## config.mk

```make
export PLATFORM = sky130hd
export DESIGN_NAME = mode_select_selfcheck
export DESIGN_NICKNAME = d
export VERILOG_FILES = /design/src/hdl/mode_select_pkg.sv /design/src/hdl/eprom_prog_seq.sv /design/src/hdl/mode_select_selfcheck.sv
export SDC_FILE = /design/constraint.sdc
export NUM_CORES = 1
export LEC_CHECK = 0
export BUFFER_PORTS_ARGS = -buffer_cell sky130_fd_sc_hd__buf_2
export CAP_MARGIN = 20
export CORE_ASPECT_RATIO = 1.1
export CORE_MARGIN = 1.5
export CORE_UTILIZATION = 25
export CTS_BUF_LIST = sky130_fd_sc_hd__clkbuf_8
export DETAILED_ROUTE_END_ITERATION = 10
export HOLD_SLACK_MARGIN = 0.08
export SLEW_MARGIN = 30
export SYNTH_ARGS = -nofsm -noshare
export SYNTH_HDL_FRONTEND = slang
export SYNTH_SLANG_ARGS = --single-unit
```

## constraint.sdc

```tcl
create_clock -name clk_sys -period 3.32 [get_ports clk_sys]
set_clock_uncertainty 0.15 [all_clocks]
set_input_delay 0.332 -clock clk_sys [delete_from_list [all_inputs] [get_ports clk_sys]]
set_output_delay 0.332 -clock clk_sys [all_outputs]
set_load 0.03 [all_outputs]
```

## src/hdl/mode_select_pkg.sv

```systemverilog
// Purpose: shared constants, types and state layouts for mode select and self-check
// Assumes: 8-bit register port, 16-bit CPU addresses
// Notes: register offsets are byte addresses on the plain register port
package mode_select_pkg;

  // register offsets, misc control reset value and read-back zero
  localparam logic [7:0] MISC_CONTROL_ADDR = 8'h0C;
  localparam logic [7:0] MODE_STATUS_ADDR = 8'h0D;
  localparam logic [7:0] CHECK_REPORT_ADDR = 8'h0E;
  localparam logic [7:0] BOOT_DATA_ADDR = 8'h0F;
  localparam logic [7:0] MISC_CONTROL_RESET = 8'h10;
  localparam logic [7:0] READ_ZERO = 8'h00;

  // field positions
  localparam int unsigned LOW_VOLTAGE_ENABLE_BIT = 3;
  localparam int unsigned REPORT_PASS_BIT = 7;
  localparam int unsigned REPORT_FAIL_BIT = 6;

  // memory map of the resident programs and the user EPROM
  localparam logic [15:0] SELFCHECK_START = 16'h1F00;
  localparam logic [15:0] SELFCHECK_END = 16'h1FEF;
  localparam logic [15:0] EPROM_START = 16'h1000;
  localparam logic [15:0] EPROM_END = 16'h1EFF;
  localparam logic [15:0] EPROM_BYTES = 16'h0F00;
  localparam logic [15:0] ADDR_STEP = 16'h0001;

  // pin synchroniser lanes
  localparam int unsigned PIN_COUNT = 4;
  localparam int unsigned PIN_TST = 0;
  localparam int unsigned PIN_STRAP = 1;
  localparam int unsigned PIN_LOW = 2;
  localparam int unsigned PIN_VARIANT = 3;

  // led codes, led 4 down to led 1, one is lit
  localparam logic [3:0] LED_OFF = 4'h0;
  localparam logic [3:0] LED_ALL = 4'hF;
  localparam logic [3:0] LED_BAD_PORT_A = 4'hF;
  localparam logic [3:0] LED_BAD_PORT_B = 4'hE;
  localparam logic [3:0] LED_BAD_PORT_C = 4'hD;
  localparam logic [3:0] LED_BAD_PORT_D = 4'hC;
  localparam logic [3:0] LED_BAD_RAM = 4'hB;
  localparam logic [3:0] LED_BAD_ROM = 4'hA;
  localparam logic [3:0] LED_BAD_SOFT_INT = 4'h8;
  localparam logic [3:0] LED_BAD_IRQ = 4'h7;

  typedef enum logic [1:0] {
    MODE_USER = 2'b00,
    MODE_SELFCHECK = 2'b01,
    MODE_BOOTSTRAP = 2'b10
  } op_mode_t;

  typedef enum logic [1:0] {
    CHK_IDLE = 2'b00,
    CHK_RUN = 2'b01,
    CHK_FAIL = 2'b10
  } check_state_t;

  typedef enum logic [2:0] {
    FAIL_PORT_A = 3'b000,
    FAIL_PORT_B = 3'b001,
    FAIL_PORT_C = 3'b010,
    FAIL_PORT_D = 3'b011,
    FAIL_RAM = 3'b100,
    FAIL_ROM = 3'b101,
    FAIL_SOFTWARE_INTERRUPT = 3'b110,
    FAIL_EXT_INTERRUPT = 3'b111
  } fail_kind_t;

  typedef struct packed {
    logic status_led_4;
    logic status_led_3;
    logic status_led_2;
    logic status_led_1;
  } status_leds_t;

  typedef struct packed {
    logic [7:0] addr;
    logic [7:0] wdata;
    logic wr;
    logic rd;
  } reg_req_t;

  typedef struct packed {
    logic [PIN_COUNT-1:0] sync1;
    logic [PIN_COUNT-1:0] sync2;
    logic mode_valid;
    op_mode_t mode;
    logic [7:0] misc;
    check_state_t chk;
    logic [3:0] leds;
    logic [7:0] rdata;
    logic [15:0] start_addr;
    logic lvr_reset;
    logic retention;
  } top_state_t;

  typedef struct packed {
    logic [15:0] next_addr;
    logic [15:0] out_addr;
    logic [7:0] data;
    logic we;
    logic done;
  } prog_state_t;

  localparam top_state_t TOP_STATE_RESET = '{
    sync1: '0, sync2: '0, mode_valid: 1'b0, mode: MODE_USER,
    misc: MISC_CONTROL_RESET, chk: CHK_IDLE, leds: LED_OFF,
    rdata: READ_ZERO, start_addr: '0, lvr_reset: 1'b0, retention: 1'b0
  };

  localparam prog_state_t PROG_STATE_RESET = '{
    next_addr: EPROM_START, out_addr: EPROM_START, data: '0,
    we: 1'b0, done: 1'b0
  };

endpackage : mode_select_pkg

```

## src/hdl/eprom_prog_seq.sv

```systemverilog
// Purpose: steps bootstrap data bytes through the user EPROM address range
// Assumes: one data byte per accepted write, addresses ascending
// Notes: writes after the last location are ignored until the next reset
`timescale 1ns/10ps
`default_nettype none
module eprom_prog_seq (
  input wire logic clk_sys,
  input wire logic resetn,
  input wire logic enable,
  input wire logic data_wr,
  input wire logic [7:0] data_in,
  output logic [15:0] prog_addr,
  output logic [7:0] prog_data,
  output logic prog_we,
  output logic prog_done
);
  import mode_select_pkg::*;

  prog_state_t s_q;
  prog_state_t s_d;

  // accept one byte per write, walking from the first to the last EPROM cell
  always_comb begin
    s_d = s_q;
    s_d.we = 1'b0;
    if (enable && data_wr && !s_q.done) begin
      s_d.out_addr = s_q.next_addr;
      s_d.data = data_in;
      s_d.we = 1'b1;
      if (s_q.next_addr == EPROM_END) begin
        s_d.done = 1'b1;
      end else begin
        s_d.next_addr = s_q.next_addr + ADDR_STEP;
      end
    end
  end

  // state register
  always_ff @(posedge clk_sys) begin
    if (!resetn) begin
      s_q <= PROG_STATE_RESET;
    end else begin
      s_q <= s_d;
    end
  end

  // outputs come straight from the state register
  assign prog_addr = s_q.out_addr;
  assign prog_data = s_q.data;
  assign prog_we = s_q.we;
  assign prog_done = s_q.done;

endmodule : eprom_prog_seq
`default_nettype wire

```

## src/hdl/mode_select_selfcheck.sv

```systemverilog
// Purpose: operating mode selection at reset release, self-check led report,
//   bootstrap programming hand-off and low-voltage reset control
// Assumes: strap and supply pins are asynchronous and pass two flops first
// Notes: self-check and bootstrap software drives progress through registers
//
// Notes on behaviour
// - misc control bit 3 set enables low-voltage reset, clear disables it.
// - with low-voltage reset off, low supply keeps RAM and register contents.
// - normal levels on both strap pins at reset release select user mode.
// - test level plus strap high at reset release select self-check mode.
// - self-check mode starts the CPU at the resident program at 1F00-1FEF.
// - once self-check or bootstrap is chosen, the strap pin is a port again.
// - self-check repeats forever while every test passes.
// - passing self-check toggles the port A leds so they flash.
// - port failures show steady codes 1111, 1110, 1101, 1100 for A to D.
// - RAM, ROM, software and external interrupt failures show 1011 1010 1000 0111.
// - on the EPROM variant the same strap levels select bootstrap mode.
// - bootstrap mode starts the CPU at the resident bootstrap program.
// - bootstrap programs the 3840-byte user EPROM from 1000 to 1EFF.
//
// Design decision made here: the address-and-strobe port.
`timescale 1ns/10ps
`default_nettype none
module mode_select_selfcheck #(
  parameter logic [15:0] USER_START = 16'h0000,
  parameter logic [15:0] BOOT_START = 16'h1F00
) (
  input wire logic clk_sys,
  input wire logic resetn,
  input wire logic test_voltage_level,
  input wire logic mode_strap_pin,
  input wire logic supply_low,
  input wire logic eprom_variant,
  input wire mode_select_pkg::reg_req_t reg_req,
  output logic [7:0] reg_rdata,
  output mode_select_pkg::status_leds_t status_leds,
  output mode_select_pkg::op_mode_t op_mode,
  output logic mode_valid,
  output logic strap_released,
  output logic [15:0] cpu_start_addr,
  output logic low_voltage_reset_enable,
  output logic low_voltage_reset,
  output logic retention_hold,
  output logic [15:0] eprom_addr,
  output logic [7:0] eprom_data,
  output logic eprom_we,
  output logic eprom_done
);
  import mode_select_pkg::*;

  top_state_t s_q;
  top_state_t s_d;
  logic [PIN_COUNT-1:0] pins_raw;
  logic boot_wr;
  logic boot_enable;
  logic test_sel;
  logic supply_low_s;

  // maps a reported failure to its steady led code
  function automatic logic [3:0] fail_code(input fail_kind_t kind);
    logic [3:0] code;
    code = LED_BAD_PORT_A;
    case (kind)
      FAIL_PORT_A: code = LED_BAD_PORT_A;
      FAIL_PORT_B: code = LED_BAD_PORT_B;
      FAIL_PORT_C: code = LED_BAD_PORT_C;
      FAIL_PORT_D: code = LED_BAD_PORT_D;
      FAIL_RAM: code = LED_BAD_RAM;
      FAIL_ROM: code = LED_BAD_ROM;
      FAIL_SOFTWARE_INTERRUPT: code = LED_BAD_SOFT_INT;
      FAIL_EXT_INTERRUPT: code = LED_BAD_IRQ;
      default: code = LED_BAD_PORT_A;
    endcase
    return code;
  endfunction : fail_code

  // gather the asynchronous pins into one synchroniser vector
  always_comb begin
    pins_raw = '0;
    pins_raw[PIN_TST] = test_voltage_level;
    pins_raw[PIN_STRAP] = mode_strap_pin;
    pins_raw[PIN_LOW] = supply_low;
    pins_raw[PIN_VARIANT] = eprom_variant;
  end

  // only the second synchroniser stage feeds logic
  assign test_sel = s_q.sync2[PIN_TST] && s_q.sync2[PIN_STRAP];
  assign supply_low_s = s_q.sync2[PIN_LOW];

  // bootstrap data writes go to the programming sequencer
  assign boot_enable = s_q.mode_valid && (s_q.mode == MODE_BOOTSTRAP);
  assign boot_wr = reg_req.wr && (reg_req.addr == BOOT_DATA_ADDR) && !s_q.retention;

  // next-state logic for the whole block
  always_comb begin
    s_d = s_q;
    s_d.sync1 = pins_raw;
    s_d.sync2 = s_q.sync1;
    s_d.rdata = READ_ZERO;

    // low supply: reset request only when enabled, else hold contents
    s_d.lvr_reset = s_q.misc[LOW_VOLTAGE_ENABLE_BIT] && supply_low_s;
    s_d.retention = !s_q.misc[LOW_VOLTAGE_ENABLE_BIT] && supply_low_s;

    // mode capture on the first cycle after reset release, then frozen
    if (!s_q.mode_valid) begin
      s_d.mode_valid = 1'b1;
      if (test_sel && s_q.sync2[PIN_VARIANT]) begin
        s_d.mode = MODE_BOOTSTRAP;
        s_d.start_addr = BOOT_START;
        s_d.chk = CHK_IDLE;
      end else if (test_sel) begin
        s_d.mode = MODE_SELFCHECK;
        s_d.start_addr = SELFCHECK_START;
        s_d.chk = CHK_RUN;
        s_d.leds = LED_OFF;
      end else begin
        s_d.mode = MODE_USER;
        s_d.start_addr = USER_START;
        s_d.chk = CHK_IDLE;
      end
    end

    // register writes and self-check progress are frozen in retention
    if (!s_q.retention) begin
      if (reg_req.wr) begin
        if (reg_req.addr == MISC_CONTROL_ADDR) begin
          s_d.misc = reg_req.wdata;
        end else if (reg_req.addr == CHECK_REPORT_ADDR) begin
          case (s_q.chk)
            CHK_RUN: begin
              if (reg_req.wdata[REPORT_FAIL_BIT]) begin
                s_d.chk = CHK_FAIL;
                s_d.leds = fail_code(fail_kind_t'(reg_req.wdata[2:0]));
              end else if (reg_req.wdata[REPORT_PASS_BIT]) begin
                s_d.chk = CHK_RUN;
                s_d.leds = ~s_q.leds;
              end
            end
            CHK_FAIL: begin
              s_d.chk = CHK_FAIL; // steady code stays until reset
            end
            default: begin
              s_d.chk = s_q.chk;
            end
          endcase
        end
      end
    end

    // read data stands only in the cycle after the read strobe
    if (reg_req.rd) begin
      if (reg_req.addr == MISC_CONTROL_ADDR) begin
        s_d.rdata = s_q.misc;
      end else if (reg_req.addr == MODE_STATUS_ADDR) begin
        s_d.rdata = {3'h0, s_q.retention, s_q.misc[LOW_VOLTAGE_ENABLE_BIT], s_q.mode_valid,
          s_q.mode};
      end else if (reg_req.addr == CHECK_REPORT_ADDR) begin
        s_d.rdata = {2'h0, s_q.chk, s_q.leds};
      end else if (reg_req.addr == BOOT_DATA_ADDR) begin
        s_d.rdata = {7'h00, eprom_done};
      end else begin
        s_d.rdata = READ_ZERO;
      end
    end
  end

  // state register; synchronisers keep running through reset so the
  // strap levels present while reset is low are seen at release
  always_ff @(posedge clk_sys) begin
    if (!resetn) begin
      s_q <= TOP_STATE_RESET;
      s_q.sync1 <= s_d.sync1;
      s_q.sync2 <= s_d.sync2;
    end else begin
      s_q <= s_d;
    end
  end

  // bootstrap programming of the user EPROM
  eprom_prog_seq u_prog (
    .clk_sys(clk_sys),
    .resetn(resetn),
    .enable(boot_enable),
    .data_wr(boot_wr),
    .data_in(reg_req.wdata),
    .prog_addr(eprom_addr),
    .prog_data(eprom_data),
    .prog_we(eprom_we),
    .prog_done(eprom_done)
  );

  // outputs straight from state flops
  assign reg_rdata = s_q.rdata;
  assign status_leds = status_leds_t'(s_q.leds);
  assign op_mode = s_q.mode;
  assign mode_valid = s_q.mode_valid;
  assign strap_released = s_q.mode_valid;
  assign cpu_start_addr = s_q.start_addr;
  assign low_voltage_reset_enable = s_q.misc[LOW_VOLTAGE_ENABLE_BIT];
  assign low_voltage_reset = s_q.lvr_reset;
  assign retention_hold = s_q.retention;

endmodule : mode_select_selfcheck
`default_nettype wire

```

After elaboration in Yosys (flattened, before gate mapping)
Memories as Yosys holds them, arrays and structs flattened.
Index checks and enable logic that the tools add are counted.
W data, S select, Z words.
{"block": "classes", "multipliers": 0, "addsub": 1, "shift": 0, "eq_ne": 9, "bitwise_logic": 3, "n_reduce_logical": 16, "n_div": 0, "magnitude_cmp": 0, "n_mux": 23}
{"op": "$mux W6", "count": 7}
{"op": "$eq A8 B4 Y1 const B", "count": 4}
{"op": "$mux W14", "count": 2}
{"op": "$mux W13", "count": 2}
{"op": "$add A16 B1 Y16 const B", "count": 1}
{"op": "$eq A16 B13 Y1 const B", "count": 1}
{"op": "$mux W8", "count": 2}
{"op": "$mux W4", "count": 3}
{"op": "$logic_and A1 B1 Y1", "count": 9}
{"op": "$mux W2", "count": 3}
{"op": "$ne A6 B4 Y1 const B", "count": 1}
{"op": "$reduce_and A2 Y1", "count": 3}
{"op": "$eq A2 B2 Y1 const B", "count": 2}
{"op": "$not A4 Y4", "count": 1}
{"op": "$pmux W2 S2", "count": 1}
{"op": "$logic_not A1 Y1", "count": 3}
{"op": "$mux W1", "count": 3}
{"op": "$reduce_and A3 Y1", "count": 1}
{"op": "$eq A2 B1 Y1 const B", "count": 1}
{"op": "$not A1 Y1", "count": 2}
{"block": "word_totals", "mem_count": 1, "mem_bits_ro": 32, "mem_bits_rw": 0, "out_inout_bits": 61, "latch_bits": 0, "reg_bits": 93}
{"name": "(no name shown)", "words": 8, "width": 4, "rd": 1, "rd_clocked_by_memory_dff": 0, "write_ports": 0, "line_no": "mode_select_selfcheck.sv:63", "source": "case (kind)"}

Logic depth before layout (Yosys ltp)
Gate-level depths: netlist of the first run.
{"block": "logic_depth", "word_depth": 11, "mapped_depth": 8, "mapped_depth_nobuf": 6}

Modules after synthesis
Synthesis of the first run repeated with hierarchy kept, for this count alone.
{"block": "hier_totals", "hier_cells": 423, "hier_area_um2": 3674.8}
{"module": "eprom_prog_seq", "cells_per_inst": 236, "area_each_um2": 1916.8, "instances": 1}
{"module": "mode_select_selfcheck", "cells_per_inst": 187, "area_each_um2": 1757.9, "instances": 1}

Least setup slack after synthesis of the first run
Ideal clock, no wire load.
{"block": "synth_path", "path_kind": "input to register", "start": "input port reg_req[15] in the netlist's numbering", "end": "register u_prog.s_q[37] in the netlist's numbering", "required_time_ns": 3.038, "setup_ns": 0.132, "path_stages": 8, "arrival_time_ns": 2.210, "path_slack_ns": 0.827, "path_cell_list": "or4_4 > buf_6 > or4_4 > buf_6 > buf_6 > buf_2 > o31ai_1 > a21oi_1"}
{"block": "synth_via", "elab_chain_cells": 6}
{"element": "start: declaration", "line_no": "mode_select_selfcheck.sv:34", "source": "input wire mode_select_pkg::reg_req_t reg_req,"}
{"element": "$eq A8 B4 Y1", "line_no": "mode_select_selfcheck.sv:92", "source": "assign boot_wr = reg_req.wr && (reg_req.addr == BOOT_DATA_ADDR) && !s_q.retention;"}
{"element": "$logic_and A1 B1 Y1 (2 in series)", "line_no": "mode_select_selfcheck.sv:92"}
{"element": "$logic_and A1 B1 Y1 (2 in series)", "line_no": "eprom_prog_seq.sv:26", "source": "if (enable && data_wr && !s_q.done) begin"}
{"element": "$reduce_and A2 Y1 (no source line)"}
{"element": "end signal: assignment", "line_no": "eprom_prog_seq.sv:41", "source": "s_q <= PROG_STATE_RESET;"}
{"element": "end signal: assignment", "line_no": "eprom_prog_seq.sv:43", "source": "s_q <= s_d;"}
{"element": "end: declaration", "line_no": "eprom_prog_seq.sv:19", "source": "prog_state_t s_q;"}
Every way passes these cells.
A chain may end at the register's enable or synchronous reset.

Worst setup path in the final report of the first run
{"block": "layout_path", "start": "input port reg_req[15] in the netlist's numbering", "end": "register u_prog.s_q[40] in the netlist's numbering"}
The elaborated chain is that of the path after synthesis.

==> impl_metrics.toml, run 1 <==
[power]
power_w = 0.00177
p_leak_nw = 1.64
peakVddDrop_mv = 0.165
cellPowerDensity_nw_per_um2 = 439

[critical_path]
path_cells = "buf_2 > or4_4 > or4_4 > or4_1 > a21oi_1"
crit_required_ns = 3.45
r2r-start = "u_prog.prog_done"
crit_family = "simple AND/OR/NAND/NOR gates"
r2r.worst_path.cells = 4
critPathLaunch = "reg_req[15]"
max_stage_delay_ns = 0.81
cp-end-kind = "flip-flop"
critPathLaunchType = "input pin"
slowest_stage = "or4_4"
crit_fanout = 55
critPathBufInv = 1
crit_arrival_ns = 2.62
crit_path_frequent_cell = "or4_4"
worstSetupPathType = "input pin to flip-flop"
path_depth = 5

[layout]
instances_no_fill = 638
mostFrequentLayoutCells = "dfxtp_1, buf_2, nand2_1, a21oi_1, nor2_1"
drive_gt1_share_pct = 22.0
nets = 475
diodes = 0
stdcell_area_um2 = 4030
fillers = 1557
syn2layout_area_growth_pct = 11.7
layout_commonest_cell = "dfxtp_1"

[sta]
rsz0062_at_grt = "false"
tns_ns = 0
maxClockFrequency_mhz = 402
hold_violations = 0
worst_slew_pin_slew_ns = 0.624
slew_headroom_pct = 58.0
slew_violations = 0
min_period_ns = 2.49
setup_viol = 0
post-route-period-util_pct = 74.9
layout_setup_ws_ns = 0.832

[clock_tree]
cts_buffer_depth = 2
postCtsSetupRepairBufs = 0
path_clk_slew_ns = 0.08
clk_latency_ns = 0.34
numCtsBuffers = 9
cts-root-buf = "clkbuf_8"
cts_sinks = 78
tritoncts = "done"
htreeDepth = 3

[status]
outcome = "completed"

[global_routing]
use_met3_pct = 4.30
overflow = 0
antenna_found_initial = 0
grt_pass1_wl_um = 13300
grt_usage_pct = 11.1
grt_pass1_vias = 2644
grt_max_degree = 56
grt_use_met2_pct = 19.1
grt_busiest_layer = "met2"
gr-usage-met1_pct = 12.4

[drt]
antenna_left = 0
totalWireLength_um = 8570
routedWlPerCell_um = 13.4
drt-pass1-iter-count = 4
vias_per_cell = 4.59
drtIter0Drc = 146
vias = 2926
drc = 0

[placement]
place_congestion = 0.750
preCtsSetupSlack_ns = 0.500
hpwl_um = 6100
portBuffers = 73
place_area_um2 = 3750
dp.cells = 615

[min_path]
hold_path_class = "input pin to flip-flop"
hold_depth = 2
hold_path_startpoint = "reg_req[0]"

[synth]
synth.distinct_cells = 51
async_flop_share_pct = 0
synth-seq-cells = 78
netlist.area_leader.share_pct = 43.3
syn-cell-area_um2 = 3600
yosys_warnings = 0
synth_area_leaders = "dfxtp_1, buf_4, nand2_1"
syn_inst = 419
yosys.area.top_type = "dfxtp_1"
synth_edf_count = 0
avgSynthCellArea_um2 = 8.60
synth_ff_type = "dfxtp_1"
synth_seq_area_share_pct = 43.3

[floorplan]
start_util_pct = 25.8
num_rows = 45
die_h_um = 129
die_area_um2 = 15100
core_area_um2 = 14000
die_x_um = 117
ios = 85

[job]
max_cap_violations = 0
==> flip-flops by register name, summed over array words and instances, names as in the netlist <==
name and count:
status_leds 4, reg_rdata 8, u_prog.prog_addr 16, low_voltage_reset 1, u_prog.s_q 16, mode_valid 1, s_d 4, u_prog.prog_we 1
op_mode 2, retention_hold 1, u_prog.prog_done 1, low_voltage_reset_enable 1, s_q 13, cpu_start_addr 1, u_prog.prog_data 8
==> report_power, final <==
group / switching (W) / internal (W)
registers: 0.00000414 / 0.000943
logic: 0.0000752 / 0.0000341
clock network: 0.000347 / 0.000365
total: 0.000426 / 0.00134
==> worst register-to-register path: cells and delay by family, from the launching register on <==
family | cells | cell delay, ns
AND/OR/NAND/NOR | 3 | 1.70
flip-flops | 1 | 0.37
AO/OA/AOI/OAI | 1 | 0.16
==> cell usage after synthesis, drive strengths merged (2+ instances only) <==
master / count
and4: 6
nor4: 6
or4: 13
nand3b: 2
buf: 59
a21oi: 47
or3: 4
clkbuf: 20
nand4: 3
ha: 6
nand2: 64
mux2i: 10
nand3: 11
o211ai: 2
o22ai: 2
o21ai: 6
nor3: 5
nor2: 20
and3: 3
nor2b: 4
a21o: 2
nand2b: 5
or2: 2
o31ai: 10
inv: 9
dfxtp: 78
==> cells by family after synthesis <==
family | count (synthesis) | synth area share, %
adders and majority gates | 6 | 2.08
other | 1 | 0.104
buffers and inverters | 89 | 15.7
AOI/OAI and AO/OA | 81 | 13.6
muxes | 12 | 3.71
DFF | 78 | 43.3
and+or+nand+nor | 152 | 21.6
==> area by class of cell <==
class	count	area (µm²)	area share, %
sequential	78	1560	38.8
multi-input combinational	262	1530	37.9
timing repair buffer	84	465	11.6
tap	188	235	5.84
clock buffer	10	138	3.42
clock inverter	6	62.6	1.55
inverter	10	37.5	0.933
==> path summary, 6_finish.rpt <==
check | end | slack, ns
worst max-delay path | u_prog.s_q[40] | 0.83
worst min-delay path | reg_rdata[6] | 0.14
worst max register to register | u_prog.s_q[40] | 0.89
worst min register to register | s_q[46] | 0.18
==> timing repair <==
action	CTS	global route
resized for setup	0	0
endpoints found under the hold margin	7	0
hold buffers	7	0
==> per-layer routing <==
metal,vias up,part of all wire (%),wire length (µm)
met5,-,0,0
met4,0,1.6,136
met3,14,7.0,601
met2,95,50,4320
met1,1374,41,3510
li1,1443,-,-
==> metrics by stage <==
stage	utilization (%)	hold WS (ns)
floorplan	-	0.160
global placement	26.9	0.162
detailed placement	26.9	0.166
CTS	28.8	0.111
global route	28.8	0.124
finish	28.8	0.136
No activity file was read; power rests on OpenSTA's default activity.
==> inputs of run 2 (changes only) <==
Clock period 3.32 ns to 2.4 ns, I/O delays scaled along.
==> impl_metrics.toml, run 2 (same netlist as run 1, synthesis figures left out) <==
[floorplan]
core_area_um2 = 14000
die_x_um = 117
ios = 85
num_rows = 45
die_h_um = 129
start_util_pct = 25.8
die_area_um2 = 15100

[sta]
worst_slew_pin_slew_ns = 0.674
rsz0062_at_grt = "false"
slew_violations = 0
holdWs_ns = 0.0835
min_period_ns = 2.21
layout_setup_ws_ns = 0.191
slew_headroom_pct = 53.9
hold_violations = 0
tns_ns = 0
setup_viol = 0
post-route-period-util_pct = 92.1
maxClockFrequency_mhz = 453

[power]
switchingPower_w = 0.000605
cellPowerDensity_nw_per_um2 = 619
internal_power_w = 0.00201
p_sw_share_pct = 23.2
pwr-share-seq_pct = 50.1
peakVddDrop_mv = 0.313
p_leak_nw = 1.75
power_frac_clock_pct = 43.5
combinationalPowerShare_pct = 6.4

[layout]
nets = 495
layout_commonest_cell = "dfxtp_1"
syn2layout_area_growth_pct = 17.0
drive_gt1_share_pct = 24.7
mostFrequentLayoutCells = "dfxtp_1, buf_2, nand2_1, a21oi_1"
instances_no_fill = 658
diodes = 0

[placement]
preCtsSetupSlack_ns = -0.0936
dp.cells = 631
place_congestion = 0.807
hpwl_um = 6520
portBuffers = 73

[critical_path]
slowest_stage = "or4_4"
crit_arrival_ns = 2.36
max_stage_delay_ns = 0.66
r2r-start = "u_prog.prog_done"
cp-end-kind = "flip-flop"
path_cells = "nand4bb_1 > or4_4 > buf_4 > o311a_1 > nor2_1"
crit_required_ns = 2.55
reg2reg_setup_slack_ns = 0.19
crit_family = "simple AND/OR/NAND/NOR gates"
r2r.worst_path.cells = 5
crit_fanout = 23
critPathLaunchType = "flip-flop"
critPathLaunch = "u_prog.prog_done"
worstSetupPathType = "flip-flop to flip-flop"
worst_r2r_endpoint = "u_prog.s_q[38]"
critPathBufInv = 1

[drt]
vias = 3006
routedWlPerCell_um = 13.3
drtIter0Drc = 156
totalWireLength_um = 8730
drc = 0
vias_per_cell = 4.57
drt-pass1-iter-count = 4
antenna_left = 0

[min_path]
hold_path_class = "input pin to flip-flop"
min_delay_worst_endpoint = "u_prog.prog_data[7]"
hold_depth = 3
hold_path_startpoint = "reg_req[9]"

[clock_tree]
cts-resized-gates = 0
cts_buffer_depth = 2
clk_latency_ns = 0.36
cts_hold_buf = 11
numCtsBuffers = 9
postCtsSetupRepairBufs = 0
cts_sinks = 78
htreeDepth = 3
path_clk_slew_ns = 0.08
tritoncts = "done"
cts-root-buf = "clkbuf_8"

[global_routing]
grt_pass1_vias = 2943
grt_max_degree = 24
overflow = 0
grt_usage_pct = 11.7
grt_pass1_wl_um = 14000
antenna_found_initial = 0

[job]
max_cap_violations = 0

[status]
outcome = "completed"
-- run 2: final cells by class --
class                      instances  area [µm²]
clock buffer                      11         151
inverter                          10        37.5
fill                            1548        9750
sequential                        78        1560
multi-input combinational        262        1530
timing repair buffer             104         626
tap                              188         235
clock inverter                     5        81.3
-- run 2: metrics by stage --
step | utilization, % | cell area [µm²] | total power (W)
global route | 30.2 | 4220 | 0.00271
detailed placement | 27.8 | 3870 | 0.00149
CTS | 30.2 | 4220 | 0.00264
finish | 30.2 | 4220 | 0.00261
global placement | 27.8 | 3870 | 0.00149
floorplan | - | 3640 | 0.00145
-- run 2: worst max-delay path by stage --
| stage | cells after the start | to |
|---|---|---|
| after floorplan | 8 | u_prog.s_q[37] |
| after global placement | 6 | u_prog.s_q[38] |
| after detailed placement | 6 | u_prog.s_q[38] |
| after CTS | 5 | u_prog.s_q[38] |
| after global routing | 4 | u_prog.s_q[30] |
| final | 5 | u_prog.s_q[38] |
-- run 2: worst register-to-register path: cells and delay by family, from the launching register on --
kind | cells | cell delay [ns]
AOI/OAI and AO/OA | 1 | 0.36
buffers and inverters | 1 | 0.26
DFF | 1 | 0.35
and+or+nand+nor | 3 | 1.04
-- run 2: power by group through the flow --
stage / clock network (W) / logic (W) / registers [W]
after detailed placement: 0 / 0.000154 / 0.00134
after global routing: 0.00121 / 0.000181 / 0.00131
after CTS: 0.00116 / 0.000168 / 0.00131
after global placement: 0 / 0.000150 / 0.00134
after floorplan: 0 / 0.000110 / 0.00134
final: 0.00113 / 0.000167 / 0.00131
-- run 2: layer usage --
| layer | wire (µm) | GRT usage [%] | vias to the layer above |
|---|---|---|---|
| met5 | 0 | 0 | - |
| met4 | 153 | 4.95 | 0 |
| met3 | 533 | 4.39 | 14 |
| met2 | 4420 | 21.0 | 86 |
| met1 | 3620 | 12.5 | 1428 |
| li1 | - | - | 1478 |
